===== src/common/ofrc_pkg.sv =====
package ofrc_pkg;
  // command codes of the limit registers
  localparam logic [7:0]  OFRC_CMD_OV_WARN   = 8'h42;
  localparam logic [7:0]  OFRC_CMD_UV_WARN   = 8'h43;
  localparam logic [7:0]  OFRC_CMD_UV_FAULT  = 8'h44;
  // fault-response byte layout
  localparam int          OFRC_RESP_HI       = 7;
  localparam int          OFRC_RESP_LO       = 6;
  localparam int          OFRC_RETRY_HI      = 5;
  localparam int          OFRC_RETRY_LO      = 3;
  localparam int          OFRC_DELAY_HI      = 2;
  localparam int          OFRC_DELAY_LO      = 0;
  // reset values and retry codes
  localparam logic [15:0] OFRC_LIMIT_RST     = 16'h0000;
  localparam logic [7:0]  OFRC_RESP_RST      = 8'h00;
  localparam logic [2:0]  OFRC_RETRY_NONE    = 3'h0;
  localparam logic [2:0]  OFRC_RETRY_FOREVER = 3'h7;
  // time unit: 1 us at 40 MHz gives 40 cycles per tick of the unit counter
  localparam int          OFRC_CLK_MHZ       = 40;
  localparam int          OFRC_TICK_NS       = 1000;
  localparam int          OFRC_TICK_CYC      = (OFRC_TICK_NS * OFRC_CLK_MHZ) / 1000;
  localparam logic [1:0]  OFRC_RESP_IGNORE   = 2'h0;
  localparam logic [1:0]  OFRC_RESP_CONTINUE = 2'h1;
  localparam logic [1:0]  OFRC_RESP_RETRY    = 2'h2;
  localparam logic [1:0]  OFRC_RESP_HOLD     = 2'h3;

  typedef enum logic [5:0] {
    OFRC_ON      = 6'h01,
    OFRC_GRACE   = 6'h02,
    OFRC_WAIT    = 6'h04,
    OFRC_RESTART = 6'h08,
    OFRC_HOLD    = 6'h10,
    OFRC_LATCHED = 6'h20
  } ofrc_state_t;

  // codes 0..7 -> 1,2,4,...,128 time units
  function automatic logic [7:0] ofrc_units(input logic [2:0] code);
    ofrc_units = 8'h01 << code;
  endfunction
endpackage


===== src/rtl/ofrc_sync.sv =====
`timescale 1ns/1ps
module ofrc_sync import ofrc_pkg::*; #(
  parameter int W = 1
) (
  input  wire logic         clk,
  input  wire logic         rst,
  input  wire logic [W-1:0] d,
  output logic      [W-1:0] q
);
  logic [W-1:0] s1_r;
  logic [W-1:0] s2_r;
  always_ff @(posedge clk) begin
    if (rst) begin
      s1_r <= '0;
      s2_r <= '0;
    end else begin
      s1_r <= d;
      s2_r <= s1_r;
    end
  end
  assign q = s2_r;
endmodule // ofrc_sync


===== src/rtl/ofrc_timer.sv =====
`timescale 1ns/1ps
module ofrc_timer import ofrc_pkg::*; (
  input  wire logic        clk,
  input  wire logic        rst,
  input  wire logic        start,
  input  wire logic [2:0]  code,
  input  wire logic [15:0] unit_ticks,
  output logic             done
);
  // ---------------------------------------------------------------
  // delay = units(code) * unit_ticks microsecond ticks
  // ---------------------------------------------------------------
  logic [5:0]  pre_r;
  logic [5:0]  pre_nxt;
  logic [23:0] cnt_r;
  logic [23:0] cnt_nxt;
  logic        run_r;
  logic        run_nxt;
  logic        done_r;
  logic        done_nxt;
  logic        tick;

  always_comb begin
    tick     = run_r && (pre_r == 6'(OFRC_TICK_CYC - 1));
    pre_nxt  = (start || tick) ? 6'h00 : (run_r ? pre_r + 6'h01 : pre_r);
    cnt_nxt  = cnt_r;
    run_nxt  = run_r;
    done_nxt = 1'b0;
    if (start) begin
      // a zero unit length counts as one tick per unit so the delay is never zero
      cnt_nxt = 24'(ofrc_units(code)) * 24'((unit_ticks == 16'h0000) ? 16'h0001 : unit_ticks);
      run_nxt = 1'b1;
    end else if (tick) begin
      if (cnt_r <= 24'h000001) begin
        run_nxt  = 1'b0;
        done_nxt = 1'b1;
      end
      cnt_nxt = cnt_r - 24'h000001;
    end
  end

  always_ff @(posedge clk) begin
    if (rst) begin
      pre_r  <= 6'h00;
      cnt_r  <= 24'h000000;
      run_r  <= 1'b0;
      done_r <= 1'b0;
    end else begin
      pre_r  <= pre_nxt;
      cnt_r  <= cnt_nxt;
      run_r  <= run_nxt;
      done_r <= done_nxt;
    end
  end
  assign done = done_r;
endmodule // ofrc_timer


===== src/rtl/ofrc_top.sv =====
`timescale 1ns/1ps
// Summary of operation
// - retry code 011 gives three restarts
// - codes 100..110 give four to six
// - all restarts fail: output off, latched
// - code 111 retries until off or shutdown
// - restart spacing is units times time unit
// - delay code selects 1..128 time units
// - same delay for grace and spacing
// - time unit comes from separate register
// - 16-bit overvoltage warning threshold, read/write
// - 16-bit undervoltage warning threshold, read/write
// - 16-bit undervoltage fault threshold, read/write
// - response field: ignore, continue, retry, hold
// - clear by bit, command, on/off, power; warning flags clear by command or power only
// - retry code 000 means no restart
module ofrc_top import ofrc_pkg::*; (
  input  wire logic        REF_CLK,
  input  wire logic        RST,
  input  wire logic        WR_STB,
  input  wire logic        RD_STB,
  input  wire logic [7:0]  CMD_CODE,
  input  wire logic [15:0] WR_DATA,
  input  wire logic [7:0]  FAULT_RESP,
  input  wire logic [15:0] UNIT_TICKS,
  input  wire logic [15:0] VOUT_MEAS,
  input  wire logic        ON_CMD,
  input  wire logic        CLEAR_ALL,
  input  wire logic        CLEAR_BIT,
  input  wire logic        OTHER_FAULT,
  input  wire logic        RESTART_OK,
  output logic [15:0]      RD_DATA,
  output logic             RD_VALID,
  output logic             OUT_ENABLE,
  output logic             UV_FAULT_FLAG,
  output logic             OV_WARN_FLAG,
  output logic             UV_WARN_FLAG,
  output logic             RETRY_ACTIVE
);
  // ---------------------------------------------------------------
  // pin inputs
  // ---------------------------------------------------------------
  logic [15:0] vout_s;
  logic        on_s;
  logic        other_s;
  logic        ok_s;

  ofrc_sync #(.W(16)) u_sync_v (
    .clk (REF_CLK),
    .rst (RST),
    .d   (VOUT_MEAS),
    .q   (vout_s)
  );
  ofrc_sync #(.W(3)) u_sync_p (
    .clk (REF_CLK),
    .rst (RST),
    .d   ({ON_CMD, OTHER_FAULT, RESTART_OK}),
    .q   ({on_s, other_s, ok_s})
  );

  // bits of the word may settle a cycle apart in the synchroniser, so a
  // word is taken only once two samples in a row agree
  logic [15:0] vout_prev_r;
  logic [15:0] vout_q_r;
  logic [15:0] vout_q_nxt;

  always_comb begin
    vout_q_nxt = (vout_s == vout_prev_r) ? vout_s : vout_q_r;
  end

  always_ff @(posedge REF_CLK) begin
    if (RST) begin
      vout_prev_r <= 16'h0000;
      vout_q_r    <= 16'h0000;
    end else begin
      vout_prev_r <= vout_s;
      vout_q_r    <= vout_q_nxt;
    end
  end

  // ---------------------------------------------------------------
  // limit registers
  // ---------------------------------------------------------------
  logic [15:0] ov_warn_r;
  logic [15:0] ov_warn_nxt;
  logic [15:0] uv_warn_r;
  logic [15:0] uv_warn_nxt;
  logic [15:0] uv_fault_r;
  logic [15:0] uv_fault_nxt;
  logic [15:0] rd_data_r;
  logic [15:0] rd_data_nxt;
  logic        rd_valid_r;
  logic        rd_valid_nxt;

  always_comb begin
    ov_warn_nxt  = ov_warn_r;
    uv_warn_nxt  = uv_warn_r;
    uv_fault_nxt = uv_fault_r;
    rd_data_nxt  = rd_data_r;
    rd_valid_nxt = RD_STB;
    if (WR_STB) begin
      unique case (CMD_CODE)
        OFRC_CMD_OV_WARN:  ov_warn_nxt  = WR_DATA;
        OFRC_CMD_UV_WARN:  uv_warn_nxt  = WR_DATA;
        OFRC_CMD_UV_FAULT: uv_fault_nxt = WR_DATA;
        default:           ;
      endcase
    end
    if (RD_STB) begin
      unique case (CMD_CODE)
        OFRC_CMD_OV_WARN:  rd_data_nxt = ov_warn_r;
        OFRC_CMD_UV_WARN:  rd_data_nxt = uv_warn_r;
        OFRC_CMD_UV_FAULT: rd_data_nxt = uv_fault_r;
        default:           rd_data_nxt = 16'h0000;
      endcase
    end
  end

  always_ff @(posedge REF_CLK) begin
    if (RST) begin
      ov_warn_r  <= OFRC_LIMIT_RST;
      uv_warn_r  <= OFRC_LIMIT_RST;
      uv_fault_r <= OFRC_LIMIT_RST;
      rd_data_r  <= 16'h0000;
      rd_valid_r <= 1'b0;
    end else begin
      ov_warn_r  <= ov_warn_nxt;
      uv_warn_r  <= uv_warn_nxt;
      uv_fault_r <= uv_fault_nxt;
      rd_data_r  <= rd_data_nxt;
      rd_valid_r <= rd_valid_nxt;
    end
  end

  // ---------------------------------------------------------------
  // comparators and warnings
  // ---------------------------------------------------------------
  logic uv_now;
  logic ov_warn_r2;
  logic uv_warn_r2;
  logic ov_w_nxt;
  logic uv_w_nxt;
  logic on_d_r;
  logic on_cycle;
  logic clear_any;

  always_comb begin
    uv_now    = vout_q_r < uv_fault_r;
    on_cycle  = on_s && !on_d_r;
    clear_any = CLEAR_ALL || CLEAR_BIT || on_cycle;
    // flags are sticky; a new crossing in the clear cycle wins
    ov_w_nxt  = (vout_q_r > ov_warn_r) || (ov_warn_r2 && !CLEAR_ALL);
    uv_w_nxt  = (vout_q_r < uv_warn_r) || (uv_warn_r2 && !CLEAR_ALL);
  end

  always_ff @(posedge REF_CLK) begin
    if (RST) begin
      ov_warn_r2 <= 1'b0;
      uv_warn_r2 <= 1'b0;
      on_d_r     <= 1'b0;
    end else begin
      ov_warn_r2 <= ov_w_nxt;
      uv_warn_r2 <= uv_w_nxt;
      on_d_r     <= on_s;
    end
  end

  // ---------------------------------------------------------------
  // fault-response sequencer
  // ---------------------------------------------------------------
  logic [1:0]  resp;
  logic [2:0]  retry_code;
  logic [2:0]  delay_code;
  ofrc_state_t st_r;
  ofrc_state_t st_nxt;
  logic [2:0]  tries_r;
  logic [2:0]  tries_nxt;
  logic        en_r;
  logic        en_nxt;
  logic        flt_r;
  logic        flt_nxt;
  logic        tmr_start;
  logic        tmr_done;
  logic        retry_nxt;

  assign resp       = FAULT_RESP[OFRC_RESP_HI:OFRC_RESP_LO];
  assign retry_code = FAULT_RESP[OFRC_RETRY_HI:OFRC_RETRY_LO];
  assign delay_code = FAULT_RESP[OFRC_DELAY_HI:OFRC_DELAY_LO];

  // one timer serves both grace time and restart spacing
  ofrc_timer u_timer (
    .clk        (REF_CLK),
    .rst        (RST),
    .start      (tmr_start),
    .code       (delay_code),
    .unit_ticks (UNIT_TICKS),
    .done       (tmr_done)
  );

  always_comb begin
    st_nxt    = st_r;
    tries_nxt = tries_r;
    en_nxt    = en_r;
    flt_nxt   = flt_r || uv_now;
    tmr_start = 1'b0;
    if (!on_s || other_s) begin
      // commanded off or shut by another fault ends any retrying
      st_nxt    = OFRC_ON;
      en_nxt    = 1'b0;
      tries_nxt = 3'h0;
      if (clear_any) flt_nxt = uv_now;
    end else begin
      unique case (st_r)
        OFRC_ON: begin
          en_nxt = 1'b1;
          if (clear_any) flt_nxt = uv_now;
          if (uv_now) begin
            unique case (resp)
              OFRC_RESP_IGNORE: ;
              OFRC_RESP_CONTINUE: begin
                st_nxt    = OFRC_GRACE;
                tmr_start = 1'b1;
              end
              OFRC_RESP_RETRY: begin
                en_nxt    = 1'b0;
                st_nxt    = OFRC_WAIT;
                tmr_start = 1'b1;
              end
              OFRC_RESP_HOLD: begin
                en_nxt = 1'b0;
                st_nxt = OFRC_HOLD;
              end
            endcase
          end
        end
        OFRC_GRACE: if (tmr_done) begin
          en_nxt    = !uv_now;
          st_nxt    = uv_now ? OFRC_WAIT : OFRC_ON;
          tmr_start = uv_now;
        end
        OFRC_WAIT: if (tmr_done) begin
          if (retry_code == OFRC_RETRY_NONE) begin
            st_nxt = OFRC_LATCHED;
            en_nxt = 1'b0;
          end else if (retry_code != OFRC_RETRY_FOREVER && tries_r >= retry_code) begin
            st_nxt = OFRC_LATCHED;
            en_nxt = 1'b0;
          end else begin
            tries_nxt = (retry_code == OFRC_RETRY_FOREVER) ? tries_r : tries_r + 3'h1;
            en_nxt    = 1'b1;
            st_nxt    = OFRC_RESTART;
            tmr_start = 1'b1;
          end
        end
        OFRC_RESTART: begin
          if (ok_s && !uv_now) begin
            st_nxt    = OFRC_ON;
            tries_nxt = 3'h0;
          end else if (tmr_done) begin
            // spacing counted from end of this attempt, when the output goes off
            en_nxt = 1'b0;
            st_nxt = OFRC_WAIT;
            tmr_start = 1'b1;
          end
        end
        OFRC_HOLD: if (!uv_now) begin
          en_nxt = 1'b1;
          st_nxt = OFRC_ON;
        end
        OFRC_LATCHED: if (clear_any) begin
          st_nxt    = OFRC_ON;
          tries_nxt = 3'h0;
          flt_nxt   = uv_now;
        end
        default: begin
          st_nxt = OFRC_LATCHED;
          en_nxt = 1'b0;
        end
      endcase
    end
    retry_nxt = (st_nxt == OFRC_WAIT) || (st_nxt == OFRC_RESTART);
  end

  always_ff @(posedge REF_CLK) begin
    if (RST) begin
      st_r    <= OFRC_ON;
      tries_r <= 3'h0;
      en_r    <= 1'b0;
      flt_r   <= 1'b0;
    end else begin
      st_r    <= st_nxt;
      tries_r <= tries_nxt;
      en_r    <= en_nxt;
      flt_r   <= flt_nxt;
    end
  end

  logic retry_r;
  always_ff @(posedge REF_CLK) begin
    if (RST) begin
      retry_r <= 1'b0;
    end else begin
      retry_r <= retry_nxt;
    end
  end

  assign RD_DATA       = rd_data_r;
  assign RD_VALID      = rd_valid_r;
  assign OUT_ENABLE    = en_r;
  assign UV_FAULT_FLAG = flt_r;
  assign OV_WARN_FLAG  = ov_warn_r2;
  assign UV_WARN_FLAG  = uv_warn_r2;
  assign RETRY_ACTIVE  = retry_r;
endmodule // ofrc_top


===== config.mk =====
export PLATFORM = sky130hd
export DESIGN_NAME = ofrc_top
export DESIGN_NICKNAME = d
export VERILOG_FILES = /design/src/common/ofrc_pkg.sv /design/src/rtl/ofrc_sync.sv /design/src/rtl/ofrc_timer.sv /design/src/rtl/ofrc_top.sv
export SDC_FILE = /design/constraint.sdc
export NUM_CORES = 1
export LEC_CHECK = 0
export ABC_AREA = 1
export ABC_CLOCK_PERIOD_IN_PS = 5800
export BUFFER_PORTS_ARGS = -buffer_cell sky130_fd_sc_hd__buf_2
export CAP_MARGIN = 20
export CORE_AREA = 2 2 211 213
export CTS_CLUSTER_SIZE = 10
export DETAILED_ROUTE_END_ITERATION = 6
export DIE_AREA = 0 0 213 215
export PLACE_DENSITY = 0.52
export RECOVER_POWER = 25
export SLEW_MARGIN = 40
export SYNTH_ARGS = -nofsm -noshare
export SYNTH_HDL_FRONTEND = slang
export SYNTH_SLANG_ARGS = --single-unit

===== constraint.sdc =====
create_clock -name REF_CLK -period 5.8 [get_ports REF_CLK]
set_input_delay 0.58 -clock REF_CLK [delete_from_list [all_inputs] [get_ports REF_CLK]]
set_output_delay 0.58 -clock REF_CLK [all_outputs]
set_load 0.02 [all_outputs]

==> results.md <==
* Status: complete, but fails checks
* Crit path largest cell delay at ~550 ps
* Cell total after placement at 2413
* Routed Antenna Nets at 0
* Clock Latency Late Sink at 440 ps
* Cell mode on critical path: inv_1
* Worst slew pin tran at 4200 ps
* CP bufs+invs at 6
* Crit-path max FO at 14
* Setup WS pre-CTS at between 150 and 200 ps
* Layout cells sized above 1 at 0.0863
* Post-DP HPWL at 26.4 mm
* Largest net degree at the start of global routing at 88
* Tightest hold margin at 348 ps
* Fin Setup TNS at 0 ps
* Failing checks: capacitance limit, slew limit
* Largest family of logic cells by synthesized area: adder cells
* Avg Inst Size Synth at 7.31 µm²
* Reg-to-Reg Start: tries_r[0]$_SDFFE_PP0P_
* Final Slew Violations at 88
* Initial antenna violation count at 0
* Total number of vias at about 11k
* I/O Pins at 95
* Final hold violation count at 0
* Initial Util at 0.296
* Vias in the first global route at roughly 11k
* Critical Path Source: FAULT_RESP[0]
* Detailed Route WL at 33.8 mm
* FMAX at between 150 and 200 MHz
* P_leak at around 7.1 nW
* Synth async-reset ratio at 0
* Final nets at roughly 2.1k
* Final setup fails at 0
* Hold Crit Depth at 3
* Hold Crit Class: in2reg
* Fillers at 4714
* Top FF cell, synth: dfxtp_1
* DR iter-0 viols at 698
* Tmin final at about 5300 ps
* Layout area overhead at 12.9%
* H-tree depth at 4
* Critical-path cell list: buf_2 > inv_1 > nor3_1 > inv_1 > nor2_1 > fa_1 > fa_1 > fa_1 > inv_1 > fa_1 > inv_1 > ha_1 > nand2_1 > inv_1 > nand2_1 > nor3_1 > nand4_1 > nand3_1 > xor2_1 > nand3_1 > nand2_1 > nand3_1 > nand2_1
* Post-synth EDFFs at 0
* Hold buffer count at cts at 0
* R2R setup slack at 3030 ps
* Synth Cell Area at 12900 µm²
* Worst Path Required at between 6000 and 7000 ps
* Critical R2R Capture: u_timer.cnt_r[19]$_SDFFE_PP0P_
* Crit path kind: in2reg
* CTS Buf Count at 17
* Antenna cells at 0
* FF+latch count, synth at 182
* Area share of fa/ha/maj cells after synthesis at 0.228
* Hold Path Origin: VOUT_MEAS[1]
* Postcts setup bufs at 0
* Period utilisation layout at 0.914
* Post-synth cell types at 46
* Mux cell area share after synthesis at 0
* Area post-placement at 14000 µm²
* # DRC at 0
* Total Power at 3.37 mW
* CTS root buf: clkbuf_16
* WL/cell at 13.8 µm
* Ys Warns at 0
* Final instance area at 14600 µm²
* Congestion Overflow GR at 0
* Mapped Cells at ~1.8k
* PD cells at approximately 230 nW/µm²
* # resized after CTS at 0
* Die area at 45800 µm²
* CTS tree: built
* Row count at 77
* Reg clk slew, reported paths at 80 ps
* Sequential element share of the synthesized area at 0.282
* Die W at 213 µm
* XOR/XNOR Fraction of Synth Area at 0.0394
* Critical path arrival at 5690 ps
* Worst r2r path cells at 15
* Layout Utilization at 0.334
* Overall routing resource usage at 0.154
* Setup Skew at 17.5 ps
* Placeable core area at 43600 µm²
* Slew HR at -1.80
* Unrepaired setup endpoints after global routing: no
* Die Ht at 215 µm
* CP Capture Type: flip-flop
* Setup ws final at 501 ps
* Top delay family on crit path: adder cells
* Worst-case clock buffer depth at 2
* MaxCap Viol Count at 1
* Buffers added on ports at 94
* Syn_nets at about 2k
* Slowest CP cell: fa_1
* Peak supply drop at 221 µV
* Mean number of vias per cell at around 4.6
* Num Clock Sinks at 182
* GP Congestion at 0.848
* CP Launch Type: input port
* Hold Path End: u_sync_v.s1_r[1]$_SDFF_PP0_
* First-pass GRT wire length at 56.5 mm
* Simple-gate share of the synthesized area at 0.216
* Layout Cells excl Fill at between 2k and 2.5k
* Drt first pass iters at 5
* Post-synthesis compound-gate area fraction at 0.123
-- worst register-to-register path, delay by kind of cell, from the launching register on --
family | cells | cell delay (ps)
adders and majority gates | 1 | 260
AOI/OAI and AO/OA | 3 | 870
buffers and inverters | 3 | 170
DFF | 1 | 400
and+or+nand+nor | 8 | 1030
-- kinds of logic after synthesis --
| logic type | after synthesis |
|---|---|
| AO/OA/AOI/OAI | 302 |
| AND/OR/NAND/NOR | 664 |
| buffers and inverters | 375 |
| XOR/XNOR | 58 |
| flip-flops | 182 |
| adder cells (fa/ha/maj) | 185 |
-- flip-flops by register name, summed over array words and instances (netlist names), 3 cells and up --
signal,count
uv_warn_r,16
tries_r,3
u_timer.cnt_r,24
vout_q_r,16
uv_fault_r,16
ov_warn_r,16
RD_DATA,16
vout_prev_r,16
u_sync_p.q,3
u_sync_v.s1_r,16
u_timer.pre_r,6
u_sync_p.s1_r,3
st_r,6
u_sync_v.q,16
-- Yosys cell counts, types with 4 or more instances --
cell type | number | share of area
inv_1 | 318 | 0.092
nand2_1 | 283 | 0.082
nor2_1 | 260 | 0.076
dfxtp_1 | 182 | 0.28
a21oi_1 | 145 | 0.056
o21ai_0 | 117 | 0.045
ha_1 | 101 | 0.098
fa_1 | 84 | 0.13
clkbuf_1 | 40 | 0.012
nand3_1 | 36 | 0.014
xor2_1 | 30 | 0.020
xnor2_1 | 28 | 0.019
nand4_1 | 25 | 0.012
nor3_1 | 25 | 0.0097
o22ai_1 | 13 | 0.0063
nor4_1 | 12 | 0.0058
o21ai_1 | 8 | 0.0031
o221ai_1 | 5 | 0.0034
buf_2 | 4 | 0.0016
inv_2 | 4 | 0.0012
nand2_4 | 4 | 0.0035
-- final cells by class --
class / count / area, µm² / area share
Clock inverter: 13 / 145 / 0.00996
Timing Repair Buffer: 106 / 559 / 0.0384
Tap cell: 592 / 741 / 0.0508
Inverter: 324 / 1220 / 0.0834
Multi-Input combinational cell: 1209 / 7840 / 0.538
Clock buffer: 19 / 433 / 0.0297
Sequential cell: 182 / 3640 / 0.250
-- routing by layer --
metal	vias to the layer above	track usage	routed length (µm)
li1	5696	-	-
met1	5280	0.191	15200
met2	194	0.276	17000
met3	37	0.0212	1100
met4	0	0.0434	545
met5	-	0	0
-- worst max-delay path by stage --
stage | endpoint | slack [ps] | cells past startpoint
final | u_timer.cnt_r[22]$_SDFFE_PP0P_ | 500 | 23
after global routing | u_timer.cnt_r[23]$_SDFFE_PP0P_ | 30 | 23
after CTS | u_timer.cnt_r[22]$_SDFFE_PP0P_ | 600 | 23
after detailed placement | u_timer.cnt_r[19]$_SDFFE_PP0P_ | 150 | 22
after global placement | u_timer.cnt_r[13]$_SDFFE_PP0P_ | 290 | 24
after floorplan | u_timer.cnt_r[13]$_SDFFE_PP0P_ | 730 | 23
-- report_power, final --
group,switching [mW],leakage [nW],total [mW],internal [mW]
registers,0.0319,1.48,1.32,1.29
logic,0.550,5.38,0.872,0.322
clock network,0.532,0.280,1.17,0.642
-- layout by cell type (no fill, tap or decap), types with 2 or more instances in the layout --
master	synthesis	final
a21boi_0	3	3
a21oi_1	145	145
a31oi_1	2	2
buf_2	4	93
buf_4	2	12
bufinv_16	0	2
clkbuf_1	40	3
clkbuf_16	0	17
clkinv_1	2	2
clkinv_2	0	3
clkinvlp_4	0	2
dfxtp_1	182	182
fa_1	84	84
ha_1	101	101
inv_1	318	318
inv_2	4	4
inv_6	0	4
nand2_1	283	282
nand2_2	1	2
nand2_4	4	4
nand3_1	36	36
nand3_4	2	2
nand3b_1	3	3
nand4_1	25	25
nor2_1	260	260
nor2_2	3	3
nor3_1	25	25
nor3_2	2	2
nor4_1	12	12
o211ai_1	2	2
o21a_1	2	2
o21ai_0	117	117
o21ai_1	8	8
o221ai_1	5	5
o22ai_1	13	13
or2_2	3	3
xnor2_1	28	28
xor2_1	30	30
(Power assumes the default switching activity.)
